### config.mk
export PLATFORM = sky130hd
export DESIGN_NAME = pwm_register_write_unlock
export DESIGN_NICKNAME = d
export VERILOG_FILES = /design/src/hw/pwm_unlock_pkg.sv /design/src/hw/pwm_register_write_unlock.sv /design/src/hw/unlock_sequencer.sv
export VERILOG_INCLUDE_DIRS = /design/src /design/src/hw
export SDC_FILE = /design/constraint.sdc
export NUM_CORES = 1
export LEC_CHECK = 0
export BUFFER_PORTS_ARGS = -buffer_cell sky130_fd_sc_hd__buf_2
export CAP_MARGIN = 30
export CORE_MARGIN = 2
export CORE_UTILIZATION = 44
export CTS_CLUSTER_DIAMETER = 100
export CTS_CLUSTER_SIZE = 8
export DETAILED_ROUTE_END_ITERATION = 8
export PLACE_DENSITY = 0.76
export RECOVER_POWER = 50
export SYNTH_ARGS = -nofsm -noshare
export SYNTH_HDL_FRONTEND = slang
export SYNTH_SLANG_ARGS = --single-unit
### constraint.sdc
create_clock -name clk_sys -period 1.7 [get_ports clk_sys]
set_clock_uncertainty 0.1 [all_clocks]
set_input_delay 0.425 -clock clk_sys [delete_from_list [all_inputs] [get_ports clk_sys]]
set_output_delay 0.425 -clock clk_sys [all_outputs]
set_load 0.1 [all_outputs]
### src/hw/pwm_unlock_params.svh
`ifndef PWM_UNLOCK_PARAMS_SVH
`define PWM_UNLOCK_PARAMS_SVH
// Key values and fuse position
`define UNLOCK_KEY_FIRST 16'habcd
`define UNLOCK_KEY_SECOND 16'h4321
`define PROTECT_LOCK_FUSE_BIT 6
`define PROTECT_LOCK_FUSE_DEFAULT 1'b1
// Register selects on the access port
`define SEL_KEY_REG 2'h0
`define SEL_OUTPUT_CFG 2'h1
`define SEL_FAULT_CFG 2'h2
`define SEL_OTHER_REG 2'h3
// Protected register indices
`define OUTPUT_CFG_IDX 0
`define FAULT_CFG_IDX 1
`define PROT_REG_COUNT 2
// Fuse synchroniser
`define FUSE_SYNC_STAGES 3
`define FUSE_SYNC_FILL 2'h3
`define FUSE_FILL_STEP 2'h1
`endif

### src/hw/pwm_unlock_pkg.sv
package pwm_unlock_pkg;
    typedef enum logic [1:0] {
        idle_st,
        first_key_st,
        granted_st
    } unlock_state_type;
    typedef struct packed {
        logic wr;
        logic rd;
        logic [1:0] sel;
        logic [15:0] wdata;
    } reg_access_type;
    typedef struct packed {
        unlock_state_type state;
    } unlock_regs_type;
    typedef struct packed {
        logic [15:0] output_cfg;
        logic [15:0] fault_cfg;
    } prot_regs_type;
    typedef enum logic [1:0] {
        no_access_kind,
        key_access_kind,
        prot_access_kind,
        other_access_kind
    } access_kind_type;
    typedef struct packed {
        prot_regs_type regs;
        logic [2:0] fuse_sync;
        logic [1:0] fill_cnt;
        logic fuse;
        logic fuse_taken;
    } gate_state_type;
endpackage

### src/hw/pwm_register_write_unlock.sv
`timescale 1ns/1ps
`include "pwm_unlock_params.svh"
module pwm_register_write_unlock
    import pwm_unlock_pkg::*;
(
    input wire logic clk_sys,
    input wire logic rst_n,
    input wire logic [15:0] oscillator_select_config_word,
    input wire reg_access_type acc,
    output prot_regs_type prot_regs,
    output logic protect_active,
    output logic unlock_granted
);
    // All state of the gate except the key sequence in one register
    gate_state_type state_ff;
    gate_state_type nxt_state;

    // Access decode
    access_kind_type kind_now;
    logic acc_valid;
    logic key_write;
    logic granted;

    // Fuse path
    logic fuse_pin;
    logic fuse_agree;
    logic fuse_ready;
    logic fuse_capture;
    logic fuse_value;
    logic [1:0] fill_next;
    logic [`FUSE_SYNC_STAGES-1:0] sync_next;

    // Protected register path
    logic allow;
    logic [`PROT_REG_COUNT-1:0] prot_write;
    logic [15:0] prot_now [`PROT_REG_COUNT];
    logic [15:0] prot_next [`PROT_REG_COUNT];

    // Reset image: protected, nothing sampled yet
    localparam gate_state_type RESET_STATE = '{
        regs: '0,
        fuse_sync: {`FUSE_SYNC_STAGES{`PROTECT_LOCK_FUSE_DEFAULT}},
        fill_cnt: '0,
        fuse: `PROTECT_LOCK_FUSE_DEFAULT,
        fuse_taken: 1'b0
    };

    // Sort the access on this edge
    function automatic access_kind_type access_kind(
        input reg_access_type access
    );
        access_kind_type kind;
        kind = no_access_kind;
        if (access.wr)
        begin
            unique case (access.sel)
                // Key register
                `SEL_KEY_REG:
                begin
                    kind = key_access_kind;
                end
                // Either protected register
                `SEL_OUTPUT_CFG,
                `SEL_FAULT_CFG:
                begin
                    kind = prot_access_kind;
                end
                // Any other register
                `SEL_OTHER_REG:
                begin
                    kind = other_access_kind;
                end
            endcase
        end
        // A read is never a key or a protected write
        else if (access.rd)
        begin
            kind = other_access_kind;
        end
        return kind;
    endfunction

    // Select code of a protected register
    function automatic logic [1:0] prot_sel(
        input int index
    );
        logic [1:0] code;
        // Unknown index points at no protected register
        code = `SEL_OTHER_REG;
        if (index == `OUTPUT_CFG_IDX)
        begin
            code = `SEL_OUTPUT_CFG;
        end
        else if (index == `FAULT_CFG_IDX)
        begin
            code = `SEL_FAULT_CFG;
        end
        return code;
    endfunction

    // Reads count as accesses, so they break a sequence
    assign kind_now = access_kind(acc);
    assign acc_valid = (kind_now != no_access_kind);
    assign key_write = (kind_now == key_access_kind);

    // Key order and grant live in the sequencer
    unlock_sequencer unlock_sequencer_inst (
        .clk_sys(clk_sys),
        .rst_n(rst_n),
        .acc_valid(acc_valid),
        .key_write(key_write),
        .key_data(acc.wdata),
        .granted(granted)
    );

    assign fuse_pin = oscillator_select_config_word[`PROTECT_LOCK_FUSE_BIT];

    // Fuse word comes from outside the clock domain
    // Three stages keep a metastable sample away from the lock
    generate
        for (genvar stage = 0; stage < `FUSE_SYNC_STAGES; stage++)
        begin : g_sync
            if (stage == 0)
            begin : g_first
                // First stage samples the pin
                assign sync_next[stage] = fuse_pin;
            end
            else
            begin : g_rest
                // Later stages shift along
                assign sync_next[stage] = state_ff.fuse_sync[stage - 1];
            end
        end
    endgenerate

    // Second and third stage must agree
    assign fuse_agree = (state_ff.fuse_sync[`FUSE_SYNC_STAGES - 2] == state_ff.fuse_sync[`FUSE_SYNC_STAGES - 1]);
    assign fuse_value = state_ff.fuse_sync[`FUSE_SYNC_STAGES - 1];

    // Wait until the chain holds only sampled values
    assign fuse_ready = (state_ff.fill_cnt == `FUSE_SYNC_FILL);
    assign fill_next = 2'(state_ff.fill_cnt + `FUSE_FILL_STEP);

    // Fuse taken once after reset
    // A fuse cannot change while running, so later noise is ignored
    assign fuse_capture = !state_ff.fuse_taken && fuse_ready && fuse_agree;

    // Fuse low bypasses lock
    // Nothing lands before the fuse is known
    assign allow = state_ff.fuse_taken && (!state_ff.fuse || granted);

    // Protected registers as an indexed view
    assign prot_now[`OUTPUT_CFG_IDX] = state_ff.regs.output_cfg;
    assign prot_now[`FAULT_CFG_IDX] = state_ff.regs.fault_cfg;

    generate
        for (genvar idx = 0; idx < `PROT_REG_COUNT; idx++)
        begin : g_prot
            // Write lands only when allowed
            assign prot_write[idx] = allow && (kind_now == prot_access_kind) && (acc.sel == prot_sel(idx));
            assign prot_next[idx] = prot_write[idx] ? acc.wdata : prot_now[idx];
        end
    endgenerate

    always_comb
    begin
        nxt_state = state_ff;

        // Shift the synchroniser every cycle
        nxt_state.fuse_sync = sync_next;

        // Count stages filled since reset
        if (!fuse_ready)
        begin
            nxt_state.fill_cnt = fill_next;
        end

        // Take the fuse once
        if (fuse_capture)
        begin
            nxt_state.fuse = fuse_value;
            nxt_state.fuse_taken = 1'b1;
        end

        // Protected registers take their next value
        nxt_state.regs.output_cfg = prot_next[`OUTPUT_CFG_IDX];
        nxt_state.regs.fault_cfg = prot_next[`FAULT_CFG_IDX];
    end

    // Register the whole state
    always_ff @(posedge clk_sys or negedge rst_n)
    begin
        if (!rst_n)
        begin
            state_ff <= RESET_STATE;
        end
        else
        begin
            state_ff <= nxt_state;
        end
    end

    // Outputs straight from flip-flops
    assign prot_regs = state_ff.regs;
    assign protect_active = state_ff.fuse;
    // Grant is a registered level in the sequencer
    assign unlock_granted = granted;
endmodule

### src/hw/unlock_sequencer.sv
`timescale 1ns/1ps
`include "pwm_unlock_params.svh"
module unlock_sequencer
    import pwm_unlock_pkg::*;
(
    input wire logic clk_sys,
    input wire logic rst_n,
    input wire logic acc_valid,
    input wire logic key_write,
    input wire logic [15:0] key_data,
    output logic granted
);
    unlock_regs_type state_ff;
    unlock_regs_type nxt_state;
    always_comb
    begin
        nxt_state = state_ff;
        if (acc_valid)
        begin
            nxt_state.state = idle_st;
            unique case (state_ff.state)
                idle_st:
                begin
                    if (key_write && key_data == `UNLOCK_KEY_FIRST)
                    begin
                        nxt_state.state = first_key_st;
                    end
                end
                first_key_st:
                begin
                    if (key_write && key_data == `UNLOCK_KEY_SECOND)
                    begin
                        nxt_state.state = granted_st;
                    end
                    else if (key_write && key_data == `UNLOCK_KEY_FIRST)
                    begin
                        nxt_state.state = first_key_st;
                    end
                end
                granted_st:
                begin
                    if (key_write && key_data == `UNLOCK_KEY_FIRST)
                    begin
                        nxt_state.state = first_key_st;
                    end
                end
                default:
                begin
                    nxt_state.state = idle_st;
                end
            endcase
        end
    end
    always_ff @(posedge clk_sys or negedge rst_n)
    begin
        if (!rst_n)
        begin
            state_ff <= '{state: idle_st};
        end
        else
        begin
            state_ff <= nxt_state;
        end
    end
    assign granted = (state_ff.state == granted_st);
endmodule

==> out/summary.txt, run 1 <==
status: complete, no violations
worst slew pin tran: 0.545 ns
r2r endpoint: prot_regs[1]
# DRC: 0
Hold EP: nxt_state[5]
Starting DRT DRC Count: 43
Clock Latency Late Sink: 0.30 ns
Cells after Synth: 146
setup violators final: 0
CP startpoint kind: primary input
# fillers: 344
total number of vias: 1176
Mapped Area: 0.00193 mm²
area of the core: 0.00429 mm²
GR Overflow Total: 0
hold path cells: 1
Yosys reg bits: 41
total global-route track usage: 15.7%
Util after Layout: 57.8%
Final Hold Fails: 0
Worst Min Path Start: oscillator_select_config_word[6]
register area: 0.00103 mm²
GP Congestion: 0.755
most common cell after layout, fill and taps aside: buf_2
final critical-path share of the clock period: 97.5%
FF-to-FF Start: unlock_sequencer_inst.state_ff[0]
PortBufs: 56
diodes inserted: 0
routed wire length: 3570 µm
TritonCTS Buffers: 5
wire length per cell: 14.6 µm
reg-to-reg slack, setup: 0.14 ns
Via density: 4.80
P&R area growth vs syn: 28.3%
Max Slew Vio Count: 0
Yosys warnings: 0
Starting Density: 45.0%
syn_nets: 188
Lkg Pwr: 0.00120 µW
DP HPWL: 2670 µm
largest net degree at the start of global routing: 28
post-route ant nets: 0
WS Path Type: in -> reg
Worst Path Arrival: 1.80 ns
reg2reg path depth: 5
first-pass GRT wire length: 5950 µm
clock tree buffer depth: 2
floorplan row count: 24
fmax: 0.603 GHz
share of cells above drive strength 1: 66.8%
vias in the first global route: 1221
# H-tree levels: 2
CP Capture Type: flop
Crit path required time: 1.84 ns
sequential-to-total area share from yosys stat: 53.3%
die area: 0.00494 mm²
Rel. slew slack: 63.8%
Post-Syn Area per Cell: 13.2 µm²
NumNets Final: 234
maximum VDD drop: 0.852 mV
Worst Hold Class: in -> reg
Final min period: 1.66 ns
Placed Cells incl. Taps: 235
I/O pins: 72
Die X: 70.3 µm
RSZ-0062 raised after global routing: yes
chip height: 70.3 µm
root buffer cell: clkbuf_8
Power Density: 1760 mW/mm²
Pre-Repair DR Iteration Count: 4
Netlist cell types: 24
Post-Layout Cell Count: 245
# Max-Cap Violations: 0
CTS clock-pin slew for the worst setup and hold paths: 0.07 ns
clk sinks: 41
most frequent cells in the layout: buf_2, dfrtp_1, mux2_4, mux2_2, buf_4
antenna violations before repair: 0
critical-path maximum fanout: 2
CTS tree: yes
Multi-input gate area: 751 µm²
metal layers:
layer | part of all wire (%) | track usage [%] | wire, µm
met1 | 48 | 20.8 | 1720
met2 | 43 | 23.1 | 1540
met3 | 6.1 | 4.76 | 217
met4 | 2.4 | 8.33 | 84
met5 | 0 | 0 | 0
timing repair:
| action | CTS | global route |
|---|---|---|
| resized for setup | 4 | 7 |
| pin swaps | 0 | 2 |
| cloned | 0 | 1 |
| buffers inserted | 0 | 0 |
| hold endpoints to repair | 14 | 0 |
| setup endpoints to repair | 30 | 18 |
| hold buffers | 1 | 0 |
sequential cells by signal (all words and copies together), names as in the netlist:
name,cells
nxt_state,2
protect_active,1
prot_regs,32
fuse_value,1
state_ff,3
unlock_sequencer_inst.state_ff,2
logic make-up (layout without fill, tap and decap cells):
| group | count (synthesis) | in the layout | synth area share, % |
|---|---|---|---|
| xor+xnor | 2 | 2 | 0.906 |
| fa+ha+maj | 4 | 4 | 2.59 |
| buf+inv | 41 | 88 | 14.7 |
| flops | 41 | 41 | 53.3 |
| simple gates | 19 | 19 | 6.92 |
| compound gates | 6 | 6 | 2.39 |
| mux | 33 | 33 | 19.2 |
cell usage after synthesis:
cell	instances	area [µm²]
a2111oi_2	1	15.0
a21o_1	2	15.0
a21oi_1	2	10.0
a31oi_1	1	6.26
and2_1	2	12.5
buf_2	2	10.0
buf_4	34	255
dfrtp_1	37	926
dfstp_2	4	105
ha_1	4	50.1
inv_1	5	18.8
mux2_2	33	372
nand2_1	2	7.51
nand2b_1	1	6.26
nand3_1	2	10.0
nand4b_1	4	35.0
nand4bb_1	1	11.3
nor2_1	2	7.51
nor3b_1	1	7.51
nor4_1	1	6.26
nor4b_1	1	8.76
nor4bb_1	1	10.0
or4_4	1	11.3
xnor2_1	2	17.5
power breakdown:
part | leakage (µW) | switching, µW | total (µW) | internal, µW
sequential | 0.000484 | 126 | 1330 | 1210
clock | 0.0000512 | 346 | 675 | 329
combinational | 0.000661 | 1920 | 2370 | 455
total | 0.00120 | 2390 | 4380 | 1990
metrics by stage:
step	cell area (µm²)	setup TNS [ns]	worst slack (ns)	hold WS [ns]	power, µW
2_1_floorplan	2090	-2.48	-0.123	0.0294	3690
3_3_place_gp	2320	-11.68	-0.374	0.246	3700
5_1_grt	2480	-0.00189	-0.00189	0.107	4530
6_report	2480	0	0.0417	0.120	4380
4_1_cts	2440	0	0.0000724	0.110	4420
3_5_place_dp	2320	-12.03	-0.394	0.247	3730
worst max-delay path, stage by stage:
cell and delay, ns:
buf_4 0.13, inv_6 0.05, ha_4 0.19, buf_4 0.12, or4_4 0.54, nor4b_4 0.21
a21o_1 0.11
how the worst max path moves through the flow:
stage,startpoint,end,slack (ns),depth (start not counted)
floorplan,acc[16],prot_regs[10],-0.12,8
global placement,acc[16],prot_regs[3],-0.37,8
detailed placement,acc[16],prot_regs[30],-0.39,8
CTS,unlock_sequencer_inst.state_ff[0],unlock_granted,0.00007,3
global route,acc[17],unlock_sequencer_inst.state_ff[1],-0.002,7
finish,acc[17],unlock_sequencer_inst.state_ff[1],0.04,7
layout make-up:
| class | count | share of cell area, % |
|---|---|---|
| timing repair buffer | 75 | 20.1 |
| multi-input combinational | 64 | 30.2 |
| clock buffer | 6 | 3.33 |
| sequential | 41 | 41.7 |
| clock inverter | 2 | 0.554 |
| inverter | 5 | 1.46 |
| tap | 52 | 2.62 |
Note: power is estimated with default switching activity, not from simulation.
==> inputs of run 2 (changes only) <==
- CORE_UTILIZATION: 44 -> 49
- PLACE_DENSITY: 0.76 -> 0.81
- clock period: 1.7 -> 1.9 ns (I/O delays scaled with it)
==> run 2 against run 1 <==
- register-to-register slack better by 0.05 ns
- cell area is 7.6% lower
- wire length is 2.7% higher
- first-iteration DRC count is 79% higher
- flip-flop and latch count stayed put
- non-clock buffer count is 7 lower
- clock power is 23% lower
- critical path depth is 1 higher
- final cell count is 4.5% lower
- sequential share of layout area is 3.4 points higher
- total power is 13% lower
- setup slack better by 0.088 ns
- critical path type unchanged
- largest power group unchanged
==> out/summary.txt, run 2 (same netlist as run 1, synthesis figures left out) <==
NetSw: 2090 µW (was 2390 µW)
clock tree buffer depth: 2 (unchanged)
reg-to-reg slack, setup: 0.19 ns (was 0.14 ns)
area of the core: 0.00372 mm² (was 0.00429 mm²)
PostCTS Resize Cnt: 0 (was 4)
antenna violations before repair: 0 (unchanged)
Worst Path Arrival: 1.83 ns (was 1.80 ns)
max reg flops: 32 (unchanged)
# fillers: 304 (was 344)
PortBufs: 56 (unchanged)
P&R area growth vs syn: 18.6% (was 28.3%)
WS Path Type: in -> reg (unchanged)
Multi-input gate area: 707 µm² (was 751 µm²)
Post-Layout Cell Count: 234 (was 245)
Final min period: 1.77 ns
postcts setup bufs: 0 (unchanged)
CP peak stage delay: 0.35 ns (was 0.54 ns)
power share of the combinational group: 55.1% (was 54.2%)
setup violators final: 0 (unchanged)
Worst setup startpoint: acc[16] (was acc[17])
diodes inserted: 0 (unchanged)
vias in the first global route: 1263 (was 1221)
TritonCTS Buffers: 5 (unchanged)
DP HPWL: 2920 µm (was 2670 µm)
Via density: 5.00 (was 4.80)
# Max-Cap Violations: 0 (unchanged)
Rel. slew slack: 16.7% (was 63.8%)
final critical-path share of the clock period: 93.2%
placed instance area: 0.00222 mm² (was 0.00232 mm²)
reg2reg path depth: 5 (unchanged)
final instance area: 0.00229 mm² (was 0.00248 mm²)
FF-to-FF Start: unlock_sequencer_inst.state_ff[0] (unchanged)
hold_ws: 0.190 ns (was 0.120 ns)
first-pass GRT wire length: 5960 µm (was 5950 µm)
total power: 3820 µW (was 4380 µW)
CTS tree: yes (unchanged)
clk sinks: 41 (unchanged)
register area: 0.00103 mm² (unchanged)
NumNets Final: 227 (was 234)
I/O pins: 72 (unchanged)
chip height: 66.8 µm (was 70.3 µm)
CP Capture Type: flop (unchanged)
most frequent cells in the layout: buf_2, dfrtp_1, mux2_4, mux2_2, clkbuf_2 (was buf_2, dfrtp_1, mux2_4, mux2_2, buf_4)
Util after Layout: 61.7% (was 57.8%)
CTS clock-pin slew for the worst setup and hold paths: 0.07 ns (about the same)
CP startpoint kind: primary input (unchanged)
status: complete, no violations (unchanged)
fmax: 0.565 GHz
Starting Density: 52.1% (was 45.0%)
sw frac: 54.7% (was 54.5%)
Int Pwr: 1730 µW (was 1990 µW)
floorplan row count: 22 (was 24)
Max Slew Vio Count: 0 (unchanged)
largest net degree at the start of global routing: 25 (was 28)
most common cell after layout, fill and taps aside: buf_2 (unchanged)
hold path cells: 1 (unchanged)
# H-tree levels: 2 (unchanged)
GP Congestion: 0.772 (was 0.755)
die area: 0.00447 mm² (was 0.00494 mm²)
r2r endpoint: prot_regs[3] (was prot_regs[1])
post-route ant nets: 0 (unchanged)
wire length per cell: 15.7 µm (was 14.6 µm)
RSZ-0062 raised after global routing: no (was yes)
critical-path maximum fanout: 7 (was 2)
share of cells above drive strength 1: 60.2% (was 66.8%)
Lkg Pwr: 0.00113 µW (was 0.00120 µW)
crit path to: prot_regs[3] (was unlock_sequencer_inst.state_ff[1])
Die X: 66.8 µm (was 70.3 µm)
Placed Cells incl. Taps: 226 (was 235)
Pre-Repair DR Iteration Count: 4 (unchanged)
Starting DRT DRC Count: 77 (was 43)
Worst Hold Class: in -> reg (unchanged)
maximum VDD drop: 1.46 mV (was 0.852 mV)
Crit path required time: 1.96 ns (was 1.84 ns)
crit-path cells: buf_2, inv_2, ha_4, nand4b_1, a21oi_1, and2_1, buf_4, mux2_2 (was buf_4, inv_6, ha_4, buf_4, or4_4, nor4b_4, a21o_1)
# DRC: 0 (unchanged)
routed wire length: 3660 µm (was 3570 µm)
total number of vias: 1170 (was 1176)
Clock Latency Late Sink: 0.28 ns (was 0.30 ns)
GR Overflow Total: 0 (unchanged)
root buffer cell: clkbuf_8 (unchanged)
Reg power frac: 31.4% (was 30.4%)
total global-route track usage: 18.4% (was 15.7%)
clock network fraction of design power: 13.5% (was 15.4%)
Power Density: 1670 mW/mm² (was 1760 mW/mm²)
cts hold-fix bufs: 0 (was 1)
Crit-path slowest cell: mux2_2 (was or4_4)
worst slew pin tran: 1.25 ns (was 0.545 ns)
Final Hold Fails: 0 (unchanged)
[run 2: cell type report]
cell class,instances,area share [%]
inverter,5,0.818
multi-input combinational,64,30.8
clock buffer,8,3.49
sequential,41,45.1
tap,48,2.62
timing repair buffer,68,17.1
[run 2: metal layers]
metal  part of all wire [%]  up-vias  global-route usage [%]
met3                    5.3        4                    4.05
li1                       -      548                       -
met1                     40      582                    20.8
met2                     54       36                    33.8
met5                      0        -                       0
met4                   0.79        0                    6.12
[run 2: how the worst min path moves through the flow]
stage | startpoint | endpoint | slack [ns]
3_3_place_gp | nxt_state[5] | nxt_state[6] | 0.25
6_report | oscillator_select_config_word[6] | nxt_state[5] | 0.19
5_1_grt | oscillator_select_config_word[6] | nxt_state[5] | 0.18
4_1_cts | rst_n | state_ff[2] | 0.08
2_1_floorplan | rst_n | prot_regs[0] | 0.08
3_5_place_dp | nxt_state[5] | nxt_state[6] | 0.25
[run 2: per-stage QoR]
step,setup slack [ns],setup TNS (ns)
finish,0.130,0
global route,0.0624,0
CTS,0.130,0
detailed placement,-0.174,-4.12
global placement,-0.153,-3.82
floorplan,0.00748,0
[run 2: power groups by stage]
stage	registers [µW]	logic, µW	clock network (µW)
after global routing	1220	2160	588
final	1200	2110	517
after CTS	1200	2120	531
after detailed placement	1210	2120	0
after global placement	1190	2100	0
after floorplan	1170	2120	0
[run 2: critical path: cells and delay by family]
kind / cells / cell delay, ns
muxes: 1 / 0.35
buffers and inverters: 3 / 0.34
and+or+nand+nor: 2 / 0.27
adders and majority gates: 1 / 0.26
AOI/OAI and AO/OA: 1 / 0.13
